### config.mk
export PLATFORM = sky130hd
export DESIGN_NAME = lsdmc_core
export DESIGN_NICKNAME = d
export VERILOG_FILES = /design/src/design/lsdmc_pkg.sv /design/src/design/lsdmc_core.sv
export SDC_FILE = /design/constraint.sdc
export NUM_CORES = 1
export LEC_CHECK = 0
export ABC_CLOCK_PERIOD_IN_PS = 5010
export BUFFER_PORTS_ARGS = -buffer_cell sky130_fd_sc_hd__buf_2
export CORE_MARGIN = 2
export CORE_UTILIZATION = 35
export CTS_BUF_LIST = sky130_fd_sc_hd__clkbuf_8 sky130_fd_sc_hd__clkbuf_16
export CTS_CLUSTER_DIAMETER = 100
export DETAILED_ROUTE_END_ITERATION = 8
export SLEW_MARGIN = 10
export SYNTH_ARGS = -nofsm -noshare
export SYNTH_HDL_FRONTEND = slang
export SYNTH_SLANG_ARGS = --single-unit
### constraint.sdc
create_clock -name clock -period 5.01 [get_ports clock]
set_input_delay 0.501 -clock clock [delete_from_list [all_inputs] [get_ports clock]]
set_output_delay 0.501 -clock clock [all_outputs]
set_load 0.01 [all_outputs]
### src/design/lsdmc_pkg.sv
// Package with constants and types for the low-side driver mode control
package lsdmc_pkg;
    localparam int NUM_CH = 12;
    localparam int CMD_W = 2;
    localparam int FRAME_W = 32;
    localparam int SHORT_BITS = 16;
    localparam int EXT_BITS = 24;
    localparam int FULL_BITS = 32;
    localparam int CNT_W = 6;
    localparam logic [1:0] CMD_STANDBY = 2'h0;
    localparam logic [1:0] CMD_ON = 2'h2;
    localparam logic [1:0] CMD_OFF = 2'h3;
    localparam logic [31:0] IN_RESET = 32'hFFFFFFFF;
    localparam logic [5:0] CNT_ZERO = 6'h00;
    localparam logic [5:0] CNT_ONE = 6'h01;

    typedef struct packed {
        logic selLowN;
        logic selHighN;
        logic sclk;
        logic sdi;
    } lsdmc_link_t;

    typedef struct packed {
        logic [NUM_CH-1:0] outOn;
        logic [NUM_CH-1:0] diagEn;
        logic globalOff;
        logic globalStandby;
        logic supplyLockout;
        logic sleep;
    } lsdmc_status_t;
endpackage : lsdmc_pkg

### src/design/lsdmc_core.sv
// Mode control of twelve low-side drivers with a sampled serial port
`timescale 1ns/10ps
`default_nettype none
module lsdmc_core #(
    parameter int NUM_CH = lsdmc_pkg::NUM_CH
) (
    input wire logic clock,
    input wire logic srst,
    input wire logic vddOk,
    input wire logic vddaOk,
    input wire logic enable,
    input wire lsdmc_pkg::lsdmc_link_t link,
    input wire logic [NUM_CH-1:0] overload,
    output logic sdo,
    output logic sdoEn,
    output logic [NUM_CH-1:0] driveOn,
    output logic [NUM_CH-1:0] diagOn,
    output logic [NUM_CH-1:0] faultLatched,
    output logic transfer_error_flag,
    output logic frame_length_flag,
    output lsdmc_pkg::lsdmc_status_t status
);
    ////////////////////////////////////////////////////////////////////////
    // Two-stage input synchronisers
    logic [3:0] linkS1_q;
    logic [3:0] linkS2_q;
    logic [2:0] pwrS1_q;
    logic [2:0] pwrS2_q;
    logic [NUM_CH-1:0] overS1_q;
    logic [NUM_CH-1:0] overS2_q;
    logic sclkOld_q;
    lsdmc_pkg::lsdmc_link_t ls;
    assign ls = linkS2_q;
    // Overload comes from the analog detectors, so it is synced like a pin
    always_ff @(posedge clock)
    begin
        linkS1_q <= link;
        linkS2_q <= linkS1_q;
        pwrS1_q <= {vddOk, vddaOk, enable};
        pwrS2_q <= pwrS1_q;
        overS1_q <= overload;
        overS2_q <= overS1_q;
        sclkOld_q <= ls.sclk;
    end
    logic lockout;
    logic sleepMode;
    logic killAll;
    assign lockout = !(pwrS2_q[2] && pwrS2_q[1]);
    assign sleepMode = !pwrS2_q[0];
    assign killAll = srst || lockout || sleepMode;
    logic sclkFall;
    logic sclkRise;
    logic anySel;
    assign sclkFall = sclkOld_q && !ls.sclk;
    assign sclkRise = !sclkOld_q && ls.sclk;
    assign anySel = !(ls.selLowN && ls.selHighN);

    ////////////////////////////////////////////////////////////////////////
    // Frame shifter
    logic [31:0] shIn_q, shIn_d;
    logic [31:0] shOut_q, shOut_d;
    logic [5:0] cnt_q, cnt_d;
    logic sel_q;
    logic [1:0] mode_q, mode_d;
    logic frameEnd;
    logic sdo_q, sdo_d;
    logic [31:0] in_q, in_d;
    logic ter_q, ter_d;
    logic frame_length_flag_q, frame_length_flag_d;
    logic [NUM_CH-1:0] on_q, on_d, diag_q, diag_d, flt_q, flt_d;
    logic powerUp_q, powerUp_d;

    assign frameEnd = sel_q && !anySel;

    function automatic logic [1:0] chCmd(input logic [31:0] w, input int i);
        chCmd = w[2*i +: 2];
    endfunction : chCmd

    always_comb
    begin
        shIn_d = shIn_q;
        shOut_d = shOut_q;
        cnt_d = cnt_q;
        mode_d = mode_q;
        sdo_d = sdo_q;
        if (anySel && !sel_q)
        begin
            cnt_d = lsdmc_pkg::CNT_ZERO;
            mode_d = {!ls.selHighN, !ls.selLowN};
            shOut_d = {ter_q, 7'h00, flt_q, flt_q[NUM_CH-1:0]};
            sdo_d = ter_q;
        end
        else if (anySel)
        begin
            if (sclkFall)
            begin
                shIn_d = {shIn_q[30:0], ls.sdi};
                cnt_d = cnt_q + lsdmc_pkg::CNT_ONE;
            end
            if (sclkRise)
            begin
                sdo_d = shOut_q[31];
                shOut_d = {shOut_q[30:0], 1'b0};
            end
        end
    end

    ////////////////////////////////////////////////////////////////////////
    // Frame decode, channel modes, faults
    logic okLen;
    logic [31:0] newIn;
    always_comb
    begin
        okLen = 1'b0;
        newIn = in_q;
        frame_length_flag_d = frame_length_flag_q;
        case (mode_q)
            2'h3:
            begin
                okLen = cnt_q == 6'(lsdmc_pkg::FULL_BITS);
                newIn = shIn_q;
            end
            2'h2:
            begin
                okLen = cnt_q == 6'(lsdmc_pkg::SHORT_BITS)
                    || cnt_q == 6'(lsdmc_pkg::EXT_BITS);
                frame_length_flag_d = cnt_q == 6'(lsdmc_pkg::EXT_BITS);
                newIn = frame_length_flag_d ? {in_q[31:24], shIn_q[23:0]}
                    : {shIn_q[15:0], in_q[15:0]};
            end
            default:
            begin
                okLen = cnt_q == 6'(lsdmc_pkg::SHORT_BITS);
                newIn = {in_q[31:16], shIn_q[15:0]};
            end
        endcase
        if (!frameEnd)
            frame_length_flag_d = frame_length_flag_q;
    end

    always_comb
    begin
        in_d = in_q;
        ter_d = ter_q;
        on_d = on_q;
        diag_d = diag_q;
        flt_d = flt_q | (overS2_q & on_q);
        powerUp_d = powerUp_q;
        if (frameEnd && cnt_q != lsdmc_pkg::CNT_ZERO)
        begin
            ter_d = !okLen;
            if (okLen)
            begin
                in_d = newIn;
                for (int i = 0; i < NUM_CH; i++)
                begin
                    case (chCmd(newIn, i))
                        lsdmc_pkg::CMD_OFF:
                        begin
                            on_d[i] = 1'b0;
                            diag_d[i] = !powerUp_q;
                        end
                        lsdmc_pkg::CMD_ON:
                        begin
                            on_d[i] = 1'b1;
                            diag_d[i] = 1'b0;
                        end
                        lsdmc_pkg::CMD_STANDBY:
                        begin
                            on_d[i] = 1'b0;
                            diag_d[i] = 1'b0;
                            // A fresh overload wins over the clear
                            flt_d = overS2_q & on_q;
                        end
                        default: ;
                    endcase
                end
                powerUp_d = 1'b0;
            end
        end
        on_d = on_d & ~flt_d;
    end

    always_ff @(posedge clock)
    begin
        if (killAll)
        begin
            sel_q <= 1'b0;
            cnt_q <= lsdmc_pkg::CNT_ZERO;
            mode_q <= 2'h0;
            shIn_q <= '0;
            shOut_q <= '0;
            sdo_q <= 1'b0;
            in_q <= lsdmc_pkg::IN_RESET;
            ter_q <= 1'b1;
            frame_length_flag_q <= 1'b0;
            on_q <= '0;
            diag_q <= '0;
            flt_q <= '0;
            powerUp_q <= 1'b1;
        end
        else
        begin
            sel_q <= anySel;
            cnt_q <= cnt_d;
            mode_q <= mode_d;
            shIn_q <= shIn_d;
            shOut_q <= shOut_d;
            sdo_q <= sdo_d;
            in_q <= in_d;
            ter_q <= ter_d;
            frame_length_flag_q <= frame_length_flag_d;
            on_q <= on_d;
            diag_q <= diag_d;
            flt_q <= flt_d;
            powerUp_q <= powerUp_d;
        end
    end

    logic allOff;
    logic allStby;
    always_comb
    begin
        allOff = 1'b1;
        allStby = 1'b1;
        for (int i = 0; i < NUM_CH; i++)
        begin
            allOff = allOff && chCmd(in_q, i) == lsdmc_pkg::CMD_OFF;
            allStby = allStby && chCmd(in_q, i) == lsdmc_pkg::CMD_STANDBY;
        end
    end

    assign sdo = sdo_q;
    assign sdoEn = anySel && !killAll;
    assign driveOn = on_q;
    assign diagOn = diag_q;
    assign faultLatched = flt_q;
    assign transfer_error_flag = ter_q;
    assign frame_length_flag = frame_length_flag_q;
    assign status = {on_q, diag_q, allOff && !killAll, allStby && !killAll,
        lockout, sleepMode};

    ////////////////////////////////////////////////////////////////////////
    // Checks
    a_lockout_outputs_off: assert property (@(posedge clock)
        lockout |=> driveOn == '0) else $error("Output on in lockout");
    a_sleep_clears_all: assert property (@(posedge clock)
        sleepMode |=> (driveOn == '0 && diagOn == '0 && transfer_error_flag))
        else $error("Sleep did not clear state");
    a_fault_forces_off: assert property (@(posedge clock)
        disable iff (srst)
        faultLatched[0] |-> !driveOn[0]) else $error("Faulted channel on");
    a_fault_stays_latched: assert property (@(posedge clock)
        disable iff (killAll)
        (faultLatched[0] && !frameEnd) |=> faultLatched[0])
        else $error("Fault latch lost");
    a_reset_diag_off: assert property (@(posedge clock)
        $fell(killAll) |-> diagOn == '0) else $error("Diag on after reset");
    a_standby_clears_faults: assert property (@(posedge clock)
        disable iff (killAll)
        (frameEnd && cnt_q != lsdmc_pkg::CNT_ZERO && okLen
        && chCmd(newIn, 0) == lsdmc_pkg::CMD_STANDBY
        && (overS2_q & on_q) == '0) |=> faultLatched == '0)
        else $error("Standby left a fault latched");
endmodule : lsdmc_core
`default_nettype wire

==> impl_metrics.toml, run 1 <==
[status]
status = "complete, no violations"

[worst_setup_path]
worstPathRequired_ps = 5310
cp.arrival_ps = 3520
end_kind = "register"
crit_fanout = 23
crit_top_cell = "nor2b_1"
slowest_stage = "a21oi_1"
critPathKind = "register to register"
cp-start-kind = "register"
cpPeakStageDelay_ps = 890
cp_cell_sequence = "nor2b_1 -> o21ai_0 -> a21oi_1 -> o311ai_0 -> a32oi_1 -> nor2b_1"

[route]
vias_per_cell = 5.359
routedWlPerCell_um = 16.82
drt_iter0_drc = 469
via_count = 5948
drc = 0
antenna_left = 0
drtPass1Iterations = 5
drt-total-wl_mm = 18.67

[logic_synthesis]
yosys.area_share.simple_pct = 21.30
ys_seq_area_share_pct = 49.10
syn_nets = 821
yosysMostFrequentCell = "dfxtp_1"
synth_top_cell_by_area = "dfxtp_1"
synthXorXnorAreaFrac_pct = 0.5114
synth_top_area_share_pct = 49.10
synthCells = 798
ys.flop_type = "dfxtp_1"
syn_avg_cell_area_um2 = 8.584
synth.distinct_cells = 66
ys_async_sr_fraction_pct = 0
syn_area_mm2 = 0.006850
synth_edf_count = 0
synth_seq_cells = 168
synthTopCellsByArea = "dfxtp_1 49%, nand2_1 7.8%, a21oi_1 4.5%"
synth-warning-count = 0
synth_compound_area_share_pct = 21.66
synthAdderAreaFrac_pct = 0.3653
muxShareOfSynthArea_pct = 0.1461
synth_top_family_by_area = "compound AO/OA/AOI/OAI gates"
synth_common_cells = "168 x dfxtp_1, 142 x nand2_1, 61 x a21oi_1"

[global_route]
first_global_vias = 5288
grtUsageTotal_pct = 18.31
grt_pass1_wl_mm = 29.34
grt_overflow = 0
grt_max_degree = 55
antenna_found_initial = 0

[cells_and_area]
area_delta_synth_final_pct = 15.09
diodes = 0
nets = 855
multi_input_area_mm2 = 0.003023
register_area_mm2 = 0.003363
fin_cells = 1110
fillers = 1937
drive_gt1_share_pct = 16.57

[clocking]
clk_latency_ps = 430
cts.clk_slew.worst_paths_ps = 60
cts_buffer_depth = 2
cts_buffers = 17
cts_max_level = 4
postCtsSetupRepairBufs = 0
cts.sinks = 168
cts_resized = 0
root_buffer = "clkbuf_16"
cts_tree = "done"
cts_hold_repair.buffers = 0

[timing]
fmax_mhz = 311.1
worst_slew_pin_slew_ps = 1224
fin_skew_ps = 11.88
setup-tns-final_ps = 0
relSlewSlack_pct = 18.37
setup_viol = 0
fin_crit_sh_pct = 64.16
timing.final.crit_period_ps = 3214
slew_viol_final = 0
rsz0062_at_grt = "no"
hold_viol = 0

[die]
ioPinCount = 89
die_h_um = 143.9
die_x_um = 143.9
initial_core_util_pct = 35.43
fp.coreArea_mm2 = 0.01933
std_cell_rows = 51
die_area_mm2 = 0.02071

[placement]
place_hpwl_mm = 12.74
gp_congestion = 0.8440
io_buffers = 88
dpl.cell_count = 1078

[power_and_ir_drop]
peakVddDrop_v = 0.0002504
leakagePower_nw = 2.925
cellPowerDensity_mw_per_mm2 = 354.1

[hold_path]
hold_class = "input pin to register"

[flow_run]
drv_cap = 0
[power by group]
part / leakage (nW) / total [mW] / switching, mW / internal [mW]
Combinational: 1.24 / 0.0550 / 0.0386 / 0.0164
Clock: 0.312 / 1.38 / 0.532 / 0.843
Sequential: 1.37 / 1.36 / 0.00768 / 1.35
[flip-flops by register name (all words and copies together), names as in the netlist, 2 cells and up]
name          flops
in_q             24
mode_q            2
shIn_q           24
pwrS2_q           3
pwrS1_q           3
cnt_q             6
linkS2_q          4
overS2_q         12
driveOn          12
overS1_q         12
linkS1_q          4
faultLatched     12
shOut_q          32
diagOn           12
[final timing paths]
path	slack, ps	endpoint	depth (start not counted)	from
max reg2reg	1800	driveOn[3]$_SDFF_PP0_	6	mode_q[1]$_SDFFE_PP0P_
min	170	overS1_q[8]$_DFF_P_	1	overload[8]
min reg2reg	320	overS2_q[11]$_DFF_P_	0	overS1_q[11]$_DFF_P_
max	1800	driveOn[3]$_SDFF_PP0_	6	mode_q[1]$_SDFFE_PP0P_
[placed cells by master, fill, tap and decap left out, types with 6 or more instances in the layout]
| master | instances |
|---|---|
| a22oi_1 | 25 |
| nand3_1 | 19 |
| o22ai_1 | 6 |
| nand4_1 | 8 |
| a311oi_1 | 6 |
| o311ai_0 | 11 |
| nand3b_1 | 15 |
| buf_2 | 88 |
| a22o_1 | 13 |
| nor3_1 | 8 |
| and2_1 | 6 |
| a32oi_1 | 7 |
| nor4_1 | 11 |
| inv_1 | 14 |
| nand2_1 | 142 |
| nand2b_1 | 7 |
| nor2b_1 | 12 |
| and3_1 | 6 |
| a21oi_1 | 61 |
| o211ai_1 | 11 |
| a31oi_1 | 17 |
| buf_4 | 8 |
| dfxtp_1 | 168 |
| o21ai_0 | 36 |
| clkbuf_16 | 17 |
| nor2_1 | 54 |
[layout make-up]
| type | count | share of cell area [%] |
|---|---|---|
| flip-flops and latches | 168 | 42.66 |
| multi-input cells | 537 | 38.34 |
| repair buffers | 96 | 6.348 |
| clock buffers | 18 | 5.571 |
| well taps | 265 | 4.206 |
| clock inverters | 14 | 2.301 |
| inverters | 12 | 0.5713 |
[per-stage QoR]
| stage | hold slack [ps] | instance area [um^2] | power [mW] | setup slack, ps | utilization [%] |
|---|---|---|---|---|---|
| after floorplan | 309.6 | 6850 | 1.425 | 2795 | - |
| after global placement | 311.0 | 7263 | 1.446 | 1912 | 37.57 |
| after detailed placement | 312.1 | 7263 | 1.446 | 1897 | 37.57 |
| after CTS | 155.3 | 7884 | 2.814 | 1839 | 40.78 |
| after global routing | 158.3 | 7884 | 2.877 | 1545 | 40.78 |
| final | 172.5 | 7884 | 2.792 | 1796 | 40.78 |
[critical path: cells and delay by family (launching register included)]
kind | cells | cell delay [ps]
flip-flops | 1 | 780
AND/OR/NAND/NOR | 2 | 460
AO/OA/AOI/OAI | 4 | 1840
[layer usage]
layer / track usage [%] / routed length (um) / part of all wire (%) / up-vias
met5: 0 / 0 / 0 / -
met4: 5.521 / 236 / 1.3 / 0
met3: 3.532 / 1027 / 5.5 / 23
met2: 27.27 / 8356 / 45 / 178
met1: 26.71 / 9050 / 48 / 2857
li1: - / - / - / 2890
[cells by family after synthesis]
group	Yosys count
adder cells (fa/ha/maj)	2
buffers and inverters	93
AND/OR/NAND/NOR	307
multiplexers	1
AO/OA/AOI/OAI	223
flip-flops	168
XOR/XNOR	4
Note: power is estimated with default switching activity, not from simulation.
==> run 2, diff against run 1 <==
- ABC_CLOCK_PERIOD_IN_PS: 5010 -> 3050
- clock period: 5.01 -> 3.05 ns (I/O delays scaled with it)
==> run 2 against run 1 <==
  * Final area rose by 3.5%
  * Total power rose by 61%
  * Sequential share of layout area shrank 1.4 points
  * Critical path type is now register to primary output
  * Worst hold slack improved by 150 ps
  * Worst setup slack got worse by 1600 ps
  * Global-route usage increased by 0.23 points
  * Combinational power is 110% higher
  * Count of clock-buffer cells in the layout stayed put
==> impl_metrics.toml, run 2 (synthesis results as in run 1) <==
[worst_setup_path]
end_kind = "primary output"
crit_path_start = "in_q[7]$_SDFFE_PP1P_"
timing.rr.start = "cnt_q[0]$_SDFFE_PP0P_"
cp-start-kind = "register"
rr_worst_depth = 8
rr_endpoint = "driveOn[6]$_SDFF_PP0_"
cpPeakStageDelay_ps = 650
r2r_slack_ps = 450
critPathKind = "register to primary output"
critPathTopFamily = "simple AND/OR/NAND/NOR gates"
crit_fanout = 6
cp_num_buf_inv = 2
cp.arrival_ps = 2540
cp_cell_sequence = "nand2_1 -> nor4_1 -> or4b_2 -> nor4_1 -> buf_4 -> buf_2"
worstPathRequired_ps = 2740
crit_top_cell = "nor4_1"
slowest_stage = "or4b_2"

[die]
die_h_um = 143.9
die_area_mm2 = 0.02071
initial_core_util_pct = 35.43
die_x_um = 143.9
ioPinCount = 89
std_cell_rows = 51
fp.coreArea_mm2 = 0.01933

[route]
drtPass1Iterations = 4
vias_per_cell = 5.336
drc = 0
drt-total-wl_mm = 18.84
drt_iter0_drc = 489
antenna_left = 0
via_count = 6099
routedWlPerCell_um = 16.48

[cells_and_area]
largestRegisters = "shOut_q x32, in_q x24, shIn_q x24"
largest_reg_flops = 32
top_register = "shOut_q"
final_common_cell = "dfxtp_1"
nets = 888
diodes = 0
drive_gt1_share_pct = 17.77
stdcell_area_mm2 = 0.008157
mostFrequentLayoutCells = "168 x dfxtp_1, 142 x nand2_1, 88 x buf_2"
post-route-util_pct = 42.19
area_delta_synth_final_pct = 19.07

[global_route]
grt_overflow = 0
grtUsageTotal_pct = 18.54
antenna_found_initial = 0
grt_max_degree = 51
grt_pass1_wl_mm = 29.66
first_global_vias = 5540

[timing]
setup_viol = 0
rsz0062_at_grt = "no"
whs_ps = 326.0
relSlewSlack_pct = 42.87
fmax_mhz = 351.5
hold_viol = 0
fin_skew_ps = 11.61
fin_ws_ps = 204.9
setup-tns-final_ps = 0
fin_crit_sh_pct = 93.28
worst_slew_pin_slew_ps = 855.0
timing.final.crit_period_ps = 2845
slew_viol_final = 0

[clocking]
cts_buffer_depth = 2
cts.clk_slew.worst_paths_ps = 70
cts.sinks = 168
clk_latency_ps = 440
cts_tree = "done"
root_buffer = "clkbuf_16"
cts_buffers = 17
cts_max_level = 4

[power_and_ir_drop]
p_clk_share_pct = 47.6
combinationalPowerShare_pct = 2.6
peakVddDrop_v = 0.0004120
leakagePower_nw = 3.056
p_int_mw = 3.389
seq_power_share_pct = 49.8
cellPowerDensity_mw_per_mm2 = 549.6
switchingPower_mw = 1.094
switching_share_pct = 24.39

[status]
status = "complete, no violations"

[hold_path]
hp-start = "overS1_q[0]$_DFF_P_"
whs_path_depth = 0
hold_class = "register to register"
whs_endpoint = "overS2_q[0]$_DFF_P_"

[flow_run]
drv_cap = 0

[placement]
place_hpwl_mm = 12.83
pre_cts_slack_ps = 522.4
gp_congestion = 0.8102
io_buffers = 88
placed_cell_area_mm2 = 0.007381
[run 2: routing by layer]
| metal | GRT usage [%] | vias up | part of all wire (%) |
|---|---|---|---|
| li1 | - | 2977 | - |
| met5 | 0 | - | 0 |
| met2 | 27.44 | 180 | 45 |
| met3 | 4.165 | 22 | 5.0 |
| met4 | 7.327 | 0 | 1.7 |
| met1 | 26.14 | 2920 | 48 |
[run 2: through the flow]
step / total power, mW / std cells
detailed placement: 2.381 / 1092
floorplan: 2.341 / 798
finish: 4.483 / 1143
global route: 4.622 / 1143
global placement: 2.380 / 1092
CTS: 4.530 / 1143
[run 2: repair_timing]
item                                   in CTS  in global routing
gates resized for setup                     0                  0
setup endpoints to repair                   0                  0
buffers inserted                            0                  0
hold buffers                               19                  0
endpoints found under the hold margin      19                  0
[run 2: how the worst max path moves through the flow]
stage,end,slack (ps),cells after the start
final,status[3],200,6
after global routing,status[3],70,6
after CTS,status[3],200,6
after detailed placement,driveOn[8]$_SDFF_PP0_,520,8
after global placement,driveOn[11]$_SDFF_PP0_,600,8
after floorplan,driveOn[8]$_SDFF_PP0_,890,9
[run 2: layout make-up]
| type | instances | area [um^2] |
|---|---|---|
| fill | 1951 | 11180 |
| clock buffer | 18 | 439.2 |
| tap | 265 | 331.6 |
| timing repair buffer | 129 | 808.3 |
| clock inverter | 14 | 146.4 |
| sequential | 168 | 3363 |
| multi-input combinational | 537 | 3023 |
| inverter | 12 | 45.04 |
[run 2: power by group through the flow]
stage / Sequential [mW] / Clock (mW) / Combinational [mW]
detailed placement: 2.28 / 0 / 0.0961
global placement: 2.28 / 0 / 0.0958
floorplan: 2.28 / 0 / 0.0622
CTS: 2.23 / 2.18 / 0.115
finish: 2.23 / 2.13 / 0.115
global route: 2.24 / 2.26 / 0.127
[run 2: worst reg2reg max path, delay by kind of cell (launching register included)]
kind,cells,cell delay [ps]
AOI/OAI and AO/OA,4,1470
DFF,1,390
and+or+nand+nor,2,290
adders and majority gates,1,260
buffers and inverters,1,70
